## src/core/pfl_pkg.sv

```systemverilog
// constants for the power fault, limit and status command registers
package pfl_pkg;

    // command codes
    localparam logic [7:0] CMD_UV_THRESHOLD  = 8'h59;
    localparam logic [7:0] CMD_UV_ACTION     = 8'h5A;
    localparam logic [7:0] CMD_RAMP_DELAY    = 8'h60;
    localparam logic [7:0] CMD_OP_THRESHOLD  = 8'h68;
    localparam logic [7:0] CMD_OP_ACTION     = 8'h69;
    localparam logic [7:0] CMD_SUMMARY       = 8'h78;
    localparam logic [7:0] CMD_EXTENDED      = 8'h79;

    // threshold layout
    localparam int         THR_MANT_MSB      = 9;
    localparam int         THR_EXP_LSB       = 11;
    localparam logic [4:0] EXP_RAW           = 5'h00;
    localparam logic [4:0] EXP_UV_LINEAR     = 5'h1D;
    localparam logic [4:0] EXP_OP_LINEAR     = 5'h01;

    // response codes
    localparam logic [7:0] ACT_IGNORE        = 8'h00;
    localparam logic [7:0] ACT_LATCH         = 8'h80;

    // summary byte bit positions
    localparam int         SB_BUSY           = 7;
    localparam int         SB_OFF            = 6;
    localparam int         SB_VOUT_OV        = 5;
    localparam int         SB_IOUT_OC        = 4;
    localparam int         SB_VIN_UV         = 3;
    localparam int         SB_TEMP           = 2;
    localparam int         SB_CML            = 1;
    localparam int         SB_OTHER          = 0;

    // extended word upper bit positions
    localparam int         SW_VOUT           = 15;
    localparam int         SW_IOUT_POUT      = 14;
    localparam int         SW_INPUT          = 13;
    localparam int         SW_MFR            = 12;

    // values after reset
    localparam logic [9:0] RST_UV_THRESHOLD  = 10'h000;
    localparam logic [7:0] RST_UV_ACTION     = 8'h00;
    localparam logic [7:0] RST_RAMP_DELAY    = 8'h00;
    localparam logic [9:0] RST_OP_THRESHOLD  = 10'h3FF;
    localparam logic [7:0] RST_OP_ACTION     = 8'h00;

    // timing
    localparam int         CLK_PERIOD_NS     = 20;
    localparam int         DELAY_STEP_NS     = 500000;
    localparam int         DELAY_STEP_CYCLES = DELAY_STEP_NS / CLK_PERIOD_NS;

    typedef enum logic [1:0] {
        PFL_OFF,
        PFL_DELAY,
        PFL_ON,
        PFL_LATCHED
    } pfl_state_t;

endpackage

```

## src/core/pfl_regs.sv

```systemverilog
// command registers, fault detection, status summary and output sequencing
// Contract
// - undervolt threshold keeps 10-bit unsigned value, 0.125 V per step
// - undervolt threshold reads as linear; linear writes need exponent -3
// - fault actions implement only ignore and latch codes
// - any detected fault pulls alert low and sets its status flag
// - ignore action keeps output regulating after the fault
// - latch action shuts output at once until cleared and re-enabled
// - ramp start delay is 8 bits of 0.5 ms from enable to rise
// - in a sharing group full delay only for bus or pin enable
// - overpower threshold is 10-bit unsigned, weight from current exponent setting
// - overpower linear writes need exponent +1; reads are linear
// - summary bit 7 flags a busy fault
// - summary bit 6 reads 1 whenever output is not powered
// - summary bits 5,4,3 flag vout over, iout over, vin under
// - summary bit 2 flags any temperature fault or warning
// - summary bit 1 flags communication, memory or logic faults
// - summary bit 0 flags faults not covered by bits 7 to 1
// - extended word bits 15..12 flag vout, iout/pout, input, maker faults
`timescale 1ns/1ns
module pfl_regs #(
    parameter int DELAY_STEP_CYCLES = pfl_pkg::DELAY_STEP_CYCLES
) (
    // clock and reset
    input  wire logic        mclk,
    input  wire logic        nrst,
    // command register port
    input  wire logic        cmd_wr,
    input  wire logic        cmd_rd,
    input  wire logic [7:0]  cmd_code,
    input  wire logic [15:0] cmd_wdata,
    output logic      [15:0] cmd_rdata,
    output logic             cmd_ack,
    output logic             cmd_err,
    // enables
    input  wire logic        bus_enable,
    input  wire logic        ctrl_pin,
    input  wire logic        group_enable,
    input  wire logic        share_group,
    input  wire logic        clear_faults,
    // measurements and system setting
    input  wire logic        meas_valid,
    input  wire logic [9:0]  vin_meas,
    input  wire logic [9:0]  pout_meas,
    input  wire logic [4:0]  current_exponent_setting,
    // fault events from elsewhere in the device
    input  wire logic        busy_event,
    input  wire logic        vout_ov_event,
    input  wire logic        vout_other_event,
    input  wire logic        iout_oc_event,
    input  wire logic        input_other_event,
    input  wire logic        temp_event,
    input  wire logic        cml_event,
    input  wire logic        mfr_event,
    input  wire logic        other_event,
    // power stage
    output logic             output_on,
    output logic             ramp_start,
    // open-drain alert
    output logic             alert_line_n_o,
    output logic             alert_line_n_oe
);

    // registers
    logic [9:0]  uv_thr;
    logic [9:0]  next_uv_thr;
    logic [7:0]  uv_act;
    logic [7:0]  next_uv_act;
    logic [7:0]  ramp_delay;
    logic [7:0]  next_ramp_delay;
    logic [9:0]  op_thr;
    logic [9:0]  next_op_thr;
    logic [7:0]  op_act;
    logic [7:0]  next_op_act;
    logic [15:0] next_cmd_rdata;
    logic        next_cmd_ack;
    logic        next_cmd_err;

    // sticky flags
    logic        f_busy;
    logic        f_vout_ov;
    logic        f_vout_oth;
    logic        f_iout_oc;
    logic        f_vin_uv;
    logic        f_pout_op;
    logic        f_input_oth;
    logic        f_temp;
    logic        f_cml;
    logic        f_mfr;
    logic        f_other;
    logic [10:0] flags;
    logic [10:0] next_flags;
    logic [10:0] flag_set;

    // sequencing
    pfl_pkg::pfl_state_t state;
    pfl_pkg::pfl_state_t next_state;
    logic [$clog2(DELAY_STEP_CYCLES+1)-1:0] div_cnt;
    logic [$clog2(DELAY_STEP_CYCLES+1)-1:0] next_div_cnt;
    logic [7:0]  step_cnt;
    logic [7:0]  next_step_cnt;
    logic        pin_meta;
    logic        pin_sync;
    logic        en_prev;
    logic        next_output_on;
    logic        next_ramp_start;
    logic        next_alert_oe;

    logic        enabled;
    logic        uv_trip;
    logic        op_trip;
    logic        latch_trip;
    logic        wr_reject;
    logic        unmapped;
    logic [7:0]  summary;
    logic [15:0] extended;
    logic [4:0]  wexp;

    assign {f_busy, f_vout_ov, f_vout_oth, f_iout_oc, f_vin_uv, f_pout_op,
            f_input_oth, f_temp, f_cml, f_mfr, f_other} = flags;

    assign enabled = bus_enable | pin_sync | group_enable;
    assign wexp    = cmd_wdata[15:pfl_pkg::THR_EXP_LSB];

    // measurement comparison against programmed limits
    assign uv_trip = meas_valid & (vin_meas < uv_thr);
    assign op_trip = meas_valid & (pout_meas > op_thr);

    // only the latch code shuts the output down; ignore leaves it running
    assign latch_trip = (uv_trip & (uv_act == pfl_pkg::ACT_LATCH))
                      | (op_trip & (op_act == pfl_pkg::ACT_LATCH));

    // summary byte
    always_comb begin
        summary                      = 8'h00;
        summary[pfl_pkg::SB_BUSY]    = f_busy;
        summary[pfl_pkg::SB_OFF]     = ~output_on;
        summary[pfl_pkg::SB_VOUT_OV] = f_vout_ov;
        summary[pfl_pkg::SB_IOUT_OC] = f_iout_oc;
        summary[pfl_pkg::SB_VIN_UV]  = f_vin_uv;
        summary[pfl_pkg::SB_TEMP]    = f_temp;
        summary[pfl_pkg::SB_CML]     = f_cml;
        // overpower, other vout, other input and maker faults have no bit above
        summary[pfl_pkg::SB_OTHER]   = f_pout_op | f_input_oth | f_other
                                     | f_vout_oth | f_mfr;
    end

    // extended word
    always_comb begin
        extended                         = {8'h00, summary};
        extended[pfl_pkg::SW_VOUT]       = f_vout_ov | f_vout_oth;
        extended[pfl_pkg::SW_IOUT_POUT]  = f_iout_oc | f_pout_op;
        extended[pfl_pkg::SW_INPUT]      = f_vin_uv | f_input_oth;
        extended[pfl_pkg::SW_MFR]        = f_mfr;
    end

    // write decode and command answers
    always_comb begin
        next_uv_thr     = uv_thr;
        next_uv_act     = uv_act;
        next_ramp_delay = ramp_delay;
        next_op_thr     = op_thr;
        next_op_act     = op_act;
        next_cmd_rdata  = cmd_rdata;
        next_cmd_ack    = 1'b0;
        next_cmd_err    = 1'b0;
        wr_reject       = 1'b0;
        unmapped        = 1'b0;
        if (cmd_wr) begin
            next_cmd_ack = 1'b1;
            unique case (cmd_code)
                pfl_pkg::CMD_UV_THRESHOLD: begin
                    if (wexp == pfl_pkg::EXP_RAW || wexp == pfl_pkg::EXP_UV_LINEAR) begin
                        next_uv_thr = cmd_wdata[pfl_pkg::THR_MANT_MSB:0];
                    end else begin
                        wr_reject = 1'b1;
                    end
                end
                pfl_pkg::CMD_UV_ACTION: begin
                    if (cmd_wdata[7:0] == pfl_pkg::ACT_IGNORE
                        || cmd_wdata[7:0] == pfl_pkg::ACT_LATCH) begin
                        next_uv_act = cmd_wdata[7:0];
                    end else begin
                        wr_reject = 1'b1;
                    end
                end
                pfl_pkg::CMD_RAMP_DELAY: begin
                    next_ramp_delay = cmd_wdata[7:0];
                end
                pfl_pkg::CMD_OP_THRESHOLD: begin
                    if (wexp == pfl_pkg::EXP_RAW || wexp == pfl_pkg::EXP_OP_LINEAR) begin
                        next_op_thr = cmd_wdata[pfl_pkg::THR_MANT_MSB:0];
                    end else begin
                        wr_reject = 1'b1;
                    end
                end
                pfl_pkg::CMD_OP_ACTION: begin
                    if (cmd_wdata[7:0] == pfl_pkg::ACT_IGNORE
                        || cmd_wdata[7:0] == pfl_pkg::ACT_LATCH) begin
                        next_op_act = cmd_wdata[7:0];
                    end else begin
                        wr_reject = 1'b1;
                    end
                end
                default: begin
                    // status registers are read only; writing them is refused
                    wr_reject = 1'b1;
                end
            endcase
        end else if (cmd_rd) begin
            next_cmd_ack = 1'b1;
            unique case (cmd_code)
                pfl_pkg::CMD_UV_THRESHOLD:
                    next_cmd_rdata = {pfl_pkg::EXP_UV_LINEAR, 1'b0, uv_thr};
                pfl_pkg::CMD_UV_ACTION:    next_cmd_rdata = {8'h00, uv_act};
                pfl_pkg::CMD_RAMP_DELAY:   next_cmd_rdata = {8'h00, ramp_delay};
                pfl_pkg::CMD_OP_THRESHOLD:
                    next_cmd_rdata = {current_exponent_setting, 1'b0, op_thr};
                pfl_pkg::CMD_OP_ACTION:    next_cmd_rdata = {8'h00, op_act};
                pfl_pkg::CMD_SUMMARY:      next_cmd_rdata = {8'h00, summary};
                pfl_pkg::CMD_EXTENDED:     next_cmd_rdata = extended;
                default: begin
                    next_cmd_rdata = 16'h0000;
                    unmapped       = 1'b1;
                end
            endcase
        end
        if (wr_reject || unmapped) begin
            next_cmd_err = 1'b1;
        end
    end

    // sticky fault flags, set wins over clear
    always_comb begin
        flag_set = {busy_event, vout_ov_event, vout_other_event, iout_oc_event,
                    uv_trip, op_trip, input_other_event, temp_event,
                    cml_event | wr_reject | unmapped, mfr_event, other_event};
        next_flags = (clear_faults ? 11'h000 : flags) | flag_set;
        next_alert_oe = |next_flags;
    end

    // output sequencing with turn-on delay
    always_comb begin
        next_state      = state;
        next_div_cnt    = div_cnt;
        next_step_cnt   = step_cnt;
        next_ramp_start = 1'b0;
        unique case (state)
            pfl_pkg::PFL_OFF: begin
                if (enabled && !en_prev) begin
                    next_div_cnt  = '0;
                    next_step_cnt = 8'h00;
                    // a group follower starts with its master, not after its own delay
                    if (share_group && !(bus_enable || pin_sync)) begin
                        next_state      = pfl_pkg::PFL_ON;
                        next_ramp_start = 1'b1;
                    end else if (ramp_delay == 8'h00) begin
                        next_state      = pfl_pkg::PFL_ON;
                        next_ramp_start = 1'b1;
                    end else begin
                        next_state      = pfl_pkg::PFL_DELAY;
                    end
                end
            end
            pfl_pkg::PFL_DELAY: begin
                if (!enabled) begin
                    next_state = pfl_pkg::PFL_OFF;
                end else if (div_cnt == $bits(div_cnt)'(DELAY_STEP_CYCLES - 1)) begin
                    next_div_cnt  = '0;
                    next_step_cnt = step_cnt + 8'h01;
                    if (step_cnt + 8'h01 == ramp_delay) begin
                        next_state      = pfl_pkg::PFL_ON;
                        next_ramp_start = 1'b1;
                    end
                end else begin
                    next_div_cnt = div_cnt + 1'b1;
                end
            end
            pfl_pkg::PFL_ON: begin
                if (!enabled) begin
                    next_state = pfl_pkg::PFL_OFF;
                end
            end
            pfl_pkg::PFL_LATCHED: begin
                // leaving needs a clear; the OFF state then waits for a fresh enable edge
                if (clear_faults) begin
                    next_state = pfl_pkg::PFL_OFF;
                end
            end
        endcase
        if (latch_trip) begin
            next_state      = pfl_pkg::PFL_LATCHED;
            next_ramp_start = 1'b0;
        end
        next_output_on = (next_state == pfl_pkg::PFL_ON);
    end

    always_ff @(posedge mclk) begin
        if (!nrst) begin
            uv_thr          <= pfl_pkg::RST_UV_THRESHOLD;
            uv_act          <= pfl_pkg::RST_UV_ACTION;
            ramp_delay      <= pfl_pkg::RST_RAMP_DELAY;
            op_thr          <= pfl_pkg::RST_OP_THRESHOLD;
            op_act          <= pfl_pkg::RST_OP_ACTION;
            cmd_rdata       <= 16'h0000;
            cmd_ack         <= 1'b0;
            cmd_err         <= 1'b0;
            flags           <= 11'h000;
            alert_line_n_oe <= 1'b0;
            alert_line_n_o  <= 1'b0;
            state           <= pfl_pkg::PFL_OFF;
            div_cnt         <= '0;
            step_cnt        <= 8'h00;
            pin_meta        <= 1'b0;
            pin_sync        <= 1'b0;
            en_prev         <= 1'b0;
            output_on       <= 1'b0;
            ramp_start      <= 1'b0;
        end else begin
            uv_thr          <= next_uv_thr;
            uv_act          <= next_uv_act;
            ramp_delay      <= next_ramp_delay;
            op_thr          <= next_op_thr;
            op_act          <= next_op_act;
            cmd_rdata       <= next_cmd_rdata;
            cmd_ack         <= next_cmd_ack;
            cmd_err         <= next_cmd_err;
            flags           <= next_flags;
            alert_line_n_oe <= next_alert_oe;
            alert_line_n_o  <= 1'b0;
            state           <= next_state;
            div_cnt         <= next_div_cnt;
            step_cnt        <= next_step_cnt;
            pin_meta        <= ctrl_pin;
            pin_sync        <= pin_meta;
            en_prev         <= enabled;
            output_on       <= next_output_on;
            ramp_start      <= next_ramp_start;
        end
    end

endmodule

```

## config.mk

```make
export PLATFORM = sky130hd
export DESIGN_NAME = pfl_regs
export DESIGN_NICKNAME = d
export VERILOG_FILES = /design/src/core/pfl_pkg.sv /design/src/core/pfl_regs.sv
export SDC_FILE = /design/constraint.sdc
export NUM_CORES = 1
export LEC_CHECK = 0
export ABC_CLOCK_PERIOD_IN_PS = 3100
export BUFFER_PORTS_ARGS = -buffer_cell sky130_fd_sc_hd__buf_4
export CAP_MARGIN = 20
export CORE_UTILIZATION = 54
export CTS_CLUSTER_DIAMETER = 150
export DETAILED_ROUTE_END_ITERATION = 12
export MAX_ROUTING_LAYER = met4
export PLACE_DENSITY = 0.88
export SLEW_MARGIN = 20
export SYNTH_ARGS = -nofsm -noshare
export SYNTH_HDL_FRONTEND = slang
export SYNTH_SLANG_ARGS = --single-unit
export TNS_END_PERCENT = 10
```

## constraint.sdc

```tcl
create_clock -name mclk -period 3.1 [get_ports mclk]
set_input_delay 0 -clock mclk [delete_from_list [all_inputs] [get_ports mclk]]
set_output_delay 0 -clock mclk [all_outputs]
set_load 0.005 [all_outputs]
```

Yosys cells after proc, flatten, opt, wreduce, memory -nomap -nowiden
Index checks and enable logic that the tools add are counted.
{"block": "word_totals", "ff_bits": 104, "input_bits": 68, "out_inout_bits": 22}
{"block": "classes", "add_sub_neg": 2, "n_lt_le_gt_ge": 2, "n_eq_ne": 21, "mux": 38, "n_bitwise": 20, "reduce_logical": 26}
{"cell": "16-bit case mux with 7 select lines", "n": 1}
{"cell": "8-bit by 7-bit == test with 1-bit output (second input constant)", "n": 7}
{"cell": "15-bit 2-to-1 mux", "n": 3}
{"cell": "15-bit case mux with 2 select lines", "n": 1}
{"cell": "8-bit == test (second input constant)", "n": 3}
{"cell": "8-bit 2-to-1 mux", "n": 3}
{"cell": "2-bit 2-to-1 mux", "n": 9}
{"cell": "8-bit zero test", "n": 2}
{"cell": "1-bit 2-to-1 mux", "n": 16}
{"cell": "8-bit case mux with 2 select lines", "n": 1}
{"cell": "15-bit by 1-bit adder with 15-bit output (second input constant)", "n": 1}
{"cell": "15-bit == test (second input constant)", "n": 1}
{"cell": "3-bit AND reduction", "n": 5}
{"cell": "1-bit OR", "n": 12}
{"cell": "11-bit 2-to-1 mux", "n": 1}
{"cell": "11-bit OR", "n": 1}
{"cell": "11-bit OR reduction", "n": 1}
{"cell": "10-bit > comparator", "n": 1}
{"cell": "10-bit less-than comparator", "n": 1}
{"cell": "8-bit by 1-bit adder with 8-bit output (second input constant)", "n": 1}
{"cell": "8-bit == test", "n": 1}
{"cell": "2-bit case mux with 4 select lines", "n": 1}
{"cell": "7-bit OR reduction", "n": 1}
{"cell": "2-bit == test (second input constant)", "n": 3}
{"cell": "17 further kinds", "n": 32}

Depth between registers and ports, before layout
Gate-level depths: netlist (run 1).
{"block": "depth", "word_depth": 9, "depth_mapped": 9, "depth_no_buf": 8}

Worst setup path after synthesis (run 1)
No wires, ideal clock.
{"block": "synth_timing", "path_kind": "reg2reg", "from": "register step_cnt[0]", "to": "register output_on", "setup_time_ps": 61, "t_arrival_ps": 2354, "setup_slack_ps": 685, "path_stages_with_launch": 9, "path_buffers": 1, "period_less_slack_ps": 2415, "cell_sequence": "dfxtp_1 ha_1 buf_4 inv_4 or4_1 a2111o_1 or4_4 a21oi_2 and4b_1"}
{"block": "synth_via", "elab_chain_len": 8}
{"item": "start, declared", "line": "pfl_regs.sv:100", "source": "logic [7:0] step_cnt;"}
{"item": "start signal, assigned", "line": "pfl_regs.sv:333", "source": "step_cnt <= next_step_cnt;"}
{"item": "8-bit by 1-bit adder with 8-bit output", "line": "pfl_regs.sv:271", "source": "if (step_cnt + 8'h01 == ramp_delay) begin"}
{"item": "8-bit == test", "line": "pfl_regs.sv:271"}
{"item": "2-bit 2-to-1 mux", "line": "pfl_regs.sv:271"}
{"item": "2-bit 2-to-1 mux", "line": "pfl_regs.sv:268", "source": "end else if (div_cnt == $bits(div_cnt)'(DELAY_STEP_CYCLES - 1)) begin"}
{"item": "2-bit 2-to-1 mux", "line": "pfl_regs.sv:266", "source": "if (!enabled) begin"}
{"item": "2-bit case mux with 4 select lines", "line": "pfl_regs.sv:248", "source": "unique case (state)"}
{"item": "2-bit 2-to-1 mux", "line": "pfl_regs.sv:291", "source": "if (latch_trip) begin"}
{"item": "2-bit == test", "line": "pfl_regs.sv:295", "source": "next_output_on = (next_state == pfl_pkg::PFL_ON);"}
{"item": "end signal, assigned", "line": "pfl_regs.sv:337", "source": "output_on <= next_output_on;"}
{"item": "end, declared", "line": "pfl_regs.sv:57", "source": "output logic output_on,"}
No other way between the ends.
A chain may end at the register's enable or synchronous reset.

Worst setup path after layout (run 1)
Ends and elaborated chain as after synthesis.

==> results of run 1 <==
[stage by stage]
step	utilization [%]	std cells
after global placement	64.52	747
after detailed placement	64.52	747
after global routing	70.56	794
final	70.56	794
after CTS	70.56	794
after floorplan	-	576
[power groups by stage]
stage                     clock network, mW  registers [mW]  logic [mW]
after floorplan                           0            1.40       0.116
after global placement                    0            1.41       0.240
after detailed placement                  0            1.41       0.250
after CTS                             0.950            1.38       0.282
after global routing                  0.998            1.38       0.311
final                                 0.955            1.38       0.289
[worst register-to-register path, stage by stage (launching register included)]
cell and delay (ps):
dfxtp_1 460, ha_1 400, inv_4 40, or4_1 520
a2111o_1 440, or4_4 420, a21oi_2 190, and4b_1 190
[cell type report]
cell class | count | area share (%)
clock buffer | 9 | 1.974
clock inverter | 7 | 1.635
inverter | 30 | 1.835
multi-input combinational | 414 | 43.58
sequential | 103 | 32.87
tap | 108 | 2.154
timing repair buffer | 123 | 15.96
[worst paths after layout]
path / endpoint / startpoint / slack (ps)
worst max-delay path: output_on / step_cnt[0] / 390
worst min-delay path: op_thr[2] / nrst / 10
worst max register to register: output_on / step_cnt[0] / 390
worst min register to register: pin_sync / pin_meta / 440
[layer usage]
layer | up-vias | part of all wire [%]
li1 | 2275 | -
met3 | 65 | 6.9
met2 | 243 | 50
met1 | 2307 | 39
met4 | 0 | 4.4
met5 | - | 0
[sequential cells by signal (all words and copies together), names as in the netlist, 2 cells and up]
signal	count
cmd_rdata	15
div_cnt	15
flags	11
op_thr	10
uv_thr	10
op_act	8
ramp_delay	8
step_cnt	8
uv_act	8
state	2
[cell usage after synthesis, types with 2 or more instances]
master / instances / area [um^2]
and2_1: 19 / 118.9
xor2_1: 13 / 113.9
nor2_1: 69 / 259.0
nand4_1: 8 / 50.05
and4_1: 2 / 17.52
nand2b_1: 3 / 18.77
a21o_1: 4 / 30.03
dfxtp_1: 103 / 2062
nand4bb_1: 2 / 22.52
buf_2: 4 / 20.02
a31oi_1: 4 / 25.02
or3_1: 3 / 18.77
nor4bb_1: 2 / 20.02
buf_4: 5 / 37.54
and3_1: 9 / 56.30
a21oi_1: 36 / 180.2
a22o_1: 4 / 35.03
nand4b_1: 2 / 17.52
a222oi_1: 7 / 70.07
mux2i_1: 23 / 230.2
a221oi_1: 12 / 105.1
inv_1: 28 / 105.1
o211ai_1: 10 / 75.07
and4b_1: 4 / 40.04
o31ai_1: 2 / 15.01
nor4b_1: 2 / 17.52
ha_1: 21 / 262.8
xnor2_1: 9 / 78.83
nor4_1: 14 / 87.58
clkbuf_1: 20 / 75.07
or4_1: 5 / 37.54
nand3_1: 10 / 50.05
o21ai_1: 2 / 10.01
a221o_1: 2 / 20.02
mux2_2: 7 / 78.83
o21ai_0: 29 / 145.1
nor3_1: 6 / 30.03
nor2b_1: 7 / 43.79
nand2_1: 36 / 135.1
[cells by family after synthesis]
group | synth area share [%]
and+or+nand+nor | 22.62
AOI/OAI and AO/OA | 16.31
DFF | 40.91
buffers and inverters | 4.916
muxes | 6.132
xor gates and xnor gates | 3.823
adders and majority gates | 5.213
other | 0.07441
==> impl_metrics.env, run 1 <==
export IMPL_fillers=623
export IMPL_cts_tree="yes"
export IMPL_rows=34
export IMPL_hold_violations=0
export IMPL_cp_max_fo=8
export IMPL_powerDensity_nw_per_um2=417.8
export IMPL_end_kind="flop"
export IMPL_worst_slew_pin_slew_ps=961.4
export IMPL_cp_slowest_cell="or4_1"
export IMPL_clockBufferDepth=2
export IMPL_use_met2_pct=53.52
export IMPL_syn_avg_cell_area_um2=8.765
export IMPL_coreArea_um2=8891
export IMPL_synth_edf_count=0
export IMPL_clock_sinks=103
export IMPL_path_class="flop to flop"
export IMPL_cp_required_ps=3430
export IMPL_io_buffers=86
export IMPL_worstSetupPathDepth=7
export IMPL_track_usage_pct=30.78
export IMPL_cts_max_level=3
export IMPL_switching_share_pct=24.89
export IMPL_reg2regPathDepth=7
export IMPL_cpPeakStageDelay_ps=520
export IMPL_holdWs_ps=11.24
export IMPL_ys_warn_count=0
export IMPL_ios=90
export IMPL_post_cts_buffers=0
export IMPL_async_flop_share_pct=0
export IMPL_dieArea_um2=9723
export IMPL_syn_area_um2=5040
export IMPL_p_int_mw=1.969
export IMPL_clkSlewWorstSetupHoldPaths_ps=100
export IMPL_seqPwrFrac_pct=52.5
export IMPL_drt_total_wl_mm=14.29
export IMPL_syn_to_final_growth_pct=24.48
export IMPL_mostFrequentLayoutCells="dfxtp_1 (103), buf_4 (92), nor2_1 (69)"
export IMPL_vias=4890
export IMPL_setup_slack_ps=387.2
export IMPL_max_freq_ghz=0.3686
export IMPL_root_buffer="clkbuf_8"
export IMPL_met3_usage_pct=6.454
export IMPL_grt_use_met1_pct=34.11
export IMPL_numCtsBuffers=9
export IMPL_drt_iter0_drc=363
export IMPL_layout_nets=770
export IMPL_grt_pass1_vias=4775
export IMPL_stdcell_area_um2=6274
export IMPL_relSlewSlack_pct=35.77
export IMPL_multi_input_area_um2=2734
export IMPL_seq_area_frac_synth_pct=40.91
export IMPL_via_per_inst=6.159
export IMPL_cts_resized=0
export IMPL_seq_area_um2=2062
export IMPL_finalClockSkew_ps=16.81
export IMPL_irDropWorstVdd_mv=0.3645
export IMPL_p_sw_uw=652.3
export IMPL_antenna_cells=0
export IMPL_pre_cts_ws_ps=465.0
export IMPL_synth_seq_cells=103
export IMPL_busiest_layer="met2"
export IMPL_die_x_um=98.61
export IMPL_grt_max_degree=33
export IMPL_drive_gt1_share_pct=18.22
export IMPL_drv_slew=0
export IMPL_pwr_share_comb_pct=11.0
export IMPL_antenna_found_initial=0
export IMPL_clock_latency_ps=380
export IMPL_placed_cell_area_um2=5737
export IMPL_status="finished clean"
export IMPL_hold_class="input port to flop"
export IMPL_layout_min_cycle_time_ps=2713
export IMPL_p_leak_nw=2.642
export IMPL_drc=0
export IMPL_hold_depth=2
export IMPL_routedWlPerCell_um=17.99
export IMPL_synth_cell_type_count=66
export IMPL_finalCritPeriodShare_pct=87.51
export IMPL_cap_violations=0
export IMPL_layout_commonest_cell="dfxtp_1"
export IMPL_totalPowerFinal_mw=2.621
export IMPL_drt_first_pass_iters=6
export IMPL_crit_buf_inv=1
export IMPL_initial_core_util_pct=56.68
export IMPL_grt_overflow_total=0
export IMPL_rsz0062_at_grt="no"
export IMPL_power_frac_clock_pct=36.4
export IMPL_synth_cells=575
export IMPL_dieHeight_um=98.61
export IMPL_crit_chain="ha_1 -> inv_4 -> or4_1 -> a2111o_1 -> or4_4 -> a21oi_2 -> and4b_1"
export IMPL_gp_congestion=0.8728
export IMPL_grt_pass1_wl_mm=22.94
export IMPL_ys_flop_type="dfxtp_1"
export IMPL_cts_hold_buf=31
export IMPL_hpwl_mm=9.674
export IMPL_drtAntennaViolNets=0
export IMPL_setup_viol=0
export IMPL_cp_top_family="simple AND/OR/NAND/NOR gates"
export IMPL_start_kind="flop"
export IMPL_setup_tns_ps=0
export IMPL_cp_arrival_ps=3040
No activity file was read; power rests on OpenSTA's default activity.
==> inputs of run 2 (changes only) <==
--- a/config.mk
+++ b/config.mk
@@ -6,13 +6,15 @@
 export NUM_CORES = 1
 export LEC_CHECK = 0
 export ABC_CLOCK_PERIOD_IN_PS = 3100
-export BUFFER_PORTS_ARGS = -buffer_cell sky130_fd_sc_hd__buf_4
+export BUFFER_PORTS_ARGS = -buffer_cell sky130_fd_sc_hd__buf_2
 export CAP_MARGIN = 20
-export CORE_UTILIZATION = 54
+export CELL_PAD_IN_SITES_DETAIL_PLACEMENT = 1
+export CELL_PAD_IN_SITES_GLOBAL_PLACEMENT = 1
+export CORE_UTILIZATION = 42
 export CTS_CLUSTER_DIAMETER = 150
 export DETAILED_ROUTE_END_ITERATION = 12
 export MAX_ROUTING_LAYER = met4
-export PLACE_DENSITY = 0.88
+export PLACE_DENSITY_LB_ADDON = 0.15
 export SLEW_MARGIN = 20
 export SYNTH_ARGS = -nofsm -noshare
 export SYNTH_HDL_FRONTEND = slang
==> impl_metrics.env, run 2 (same netlist as run 1, synthesis figures left out) <==
export IMPL_cp_required_ps=3390
export IMPL_rsz0062_at_grt="no"
export IMPL_cts_resized=0
export IMPL_start_kind="flop"
export IMPL_path_class="flop to flop"
export IMPL_p_leak_nw=2.609
export IMPL_root_buffer="clkbuf_16"
export IMPL_reg_top3="cmd_rdata: 15 flops, div_cnt: 15 flops, flags: 11 flops"
export IMPL_grt_pass1_wl_mm=24.85
export IMPL_ios=90
export IMPL_hpwl_mm=11.20
export IMPL_dpl_cell_count=781
export IMPL_worstSetupPathDepth=7
export IMPL_cp_arrival_ps=2990
export IMPL_grt_max_degree=41
export IMPL_layout_min_cycle_time_ps=2692
export IMPL_cpPeakStageDelay_ps=500
export IMPL_mostFrequentLayoutCells="dfxtp_1 (103), buf_2 (86), nor2_1 (69)"
export IMPL_irDropWorstVdd_mv=0.4327
export IMPL_antenna_cells=0
export IMPL_hold_depth=2
export IMPL_clockBufferDepth=2
export IMPL_numCtsBuffers=9
export IMPL_coreArea_um2=11560
export IMPL_dieArea_um2=12440
export IMPL_cap_violations=0
export IMPL_cts_max_level=3
export IMPL_finalCritPeriodShare_pct=86.83
export IMPL_clock_sinks=103
export IMPL_rows=39
export IMPL_io_buffers=86
export IMPL_drtAntennaViolNets=0
export IMPL_grt_pass1_vias=4952
export IMPL_cp_slowest_cell="or4_1"
export IMPL_final_cells=826
export IMPL_clkSlewWorstSetupHoldPaths_ps=70
export IMPL_grt_overflow_total=0
export IMPL_via_per_inst=5.683
export IMPL_dieHeight_um=111.5
export IMPL_drc=7
export IMPL_worst_slew_pin_slew_ps=1083
export IMPL_initial_core_util_pct=43.58
export IMPL_die_x_um=111.5
export IMPL_drt_total_wl_mm=15.31
export IMPL_setup_viol=0
export IMPL_fillers=1378
export IMPL_powerDensity_nw_per_um2=458.3
export IMPL_hold_violations=0
export IMPL_finalClockSkew_ps=9.811
export IMPL_crit_buf_inv=1
export IMPL_gp_congestion=0.7987
export IMPL_max_freq_ghz=0.3715
export IMPL_drt_iter0_drc=247
export IMPL_end_kind="flop"
export IMPL_status="complete, but fails checks"
export IMPL_layout_commonest_cell="dfxtp_1"
export IMPL_syn_to_final_growth_pct=22.39
export IMPL_relSlewSlack_pct=27.63
export IMPL_failed_checks="design-rule violations"
export IMPL_crit_chain="ha_1 -> inv_4 -> or4_1 -> a2111o_1 -> or4_4 -> a21oi_2 -> and4b_1"
export IMPL_layout_nets=767
export IMPL_routedWlPerCell_um=18.54
export IMPL_drv_slew=0
export IMPL_drive_gt1_share_pct=18.30
export IMPL_vias=4694
export IMPL_track_usage_pct=26.35
export IMPL_cp_max_fo=8
export IMPL_clock_latency_ps=350
export IMPL_final_util_pct=53.34
export IMPL_reg2regPathDepth=7
export IMPL_cts_tree="yes"
export IMPL_cp_top_family="simple AND/OR/NAND/NOR gates"
export IMPL_setup_tns_ps=0
export IMPL_antenna_found_initial=0
export IMPL_hold_class="input port to flop"
export IMPL_drt_first_pass_iters=9
-- run 2: cell count changes in the layout (fill, tap and decap cells not counted), moves of 2 or more --
| cell | delta |
|---|---|
| buf_4 | -87 |
| buf_2 | +86 |
| clkbuf_16 | +9 |
| clkbuf_8 | -8 |
| dlygate4sd3_1 | -2 |
-- run 2: power breakdown --
part           total, mW  internal, mW  switching, mW  leakage, nW
Combinational      0.259         0.119          0.140         1.62
Sequential          1.38          1.35         0.0231        0.838
Clock               1.19         0.661          0.531        0.152
Total               2.83          2.13          0.694         2.61
-- run 2: layout make-up --
type / instances / area [um^2] / share of cell area (%)
Multi-Input combinational cell: 414 / 2740 / 44.42
Sequential cell: 103 / 2062 / 33.43
Timing Repair Buffer: 120 / 758.2 / 12.29
Clock buffer: 10 / 239.0 / 3.874
Tap cell: 143 / 178.9 / 2.901
Inverter: 30 / 115.1 / 1.866
Clock inverter: 6 / 75.07 / 1.217
-- run 2: what timing repair did --
action                                  in CTS  in global routing
endpoints found under the setup margin       0                  0
hold buffers                                29                  0
setup buffers                                0                  0
endpoints found under the hold margin       41                  0
-- run 2: path summary, 6_finish.rpt --
| check | startpoint | to | slack [ps] |
|---|---|---|---|
| hold reg to reg | pin_meta | pin_sync | 450 |
| hold / removal | nrst | op_thr[0] | 140 |
| setup / recovery | step_cnt[0] | output_on | 410 |
| setup reg to reg | step_cnt[0] | output_on | 410 |
-- run 2: stage by stage --
stage                     area (um^2)  power (mW)  hold slack [ps]  setup slack (ps)
after global routing             6168       2.936            164.5             264.3
after CTS                        6168       2.852            115.4             410.4
final                            6168       2.827            135.2             408.2
after global placement           5564       1.624            216.5             527.3
after detailed placement         5564       1.634            215.4             446.8
after floorplan                  5044       1.517            115.8             684.7
-- run 2: per-layer routing --
layer / vias to the layer above / track usage, % / share of wire [%]
met5: - / - / 0
met4: 0 / 7.748 / 2.1
met3: 27 / 5.117 / 3.5
met2: 101 / 47.42 / 52
met1: 2288 / 29.46 / 43
li1: 2278 / - / -
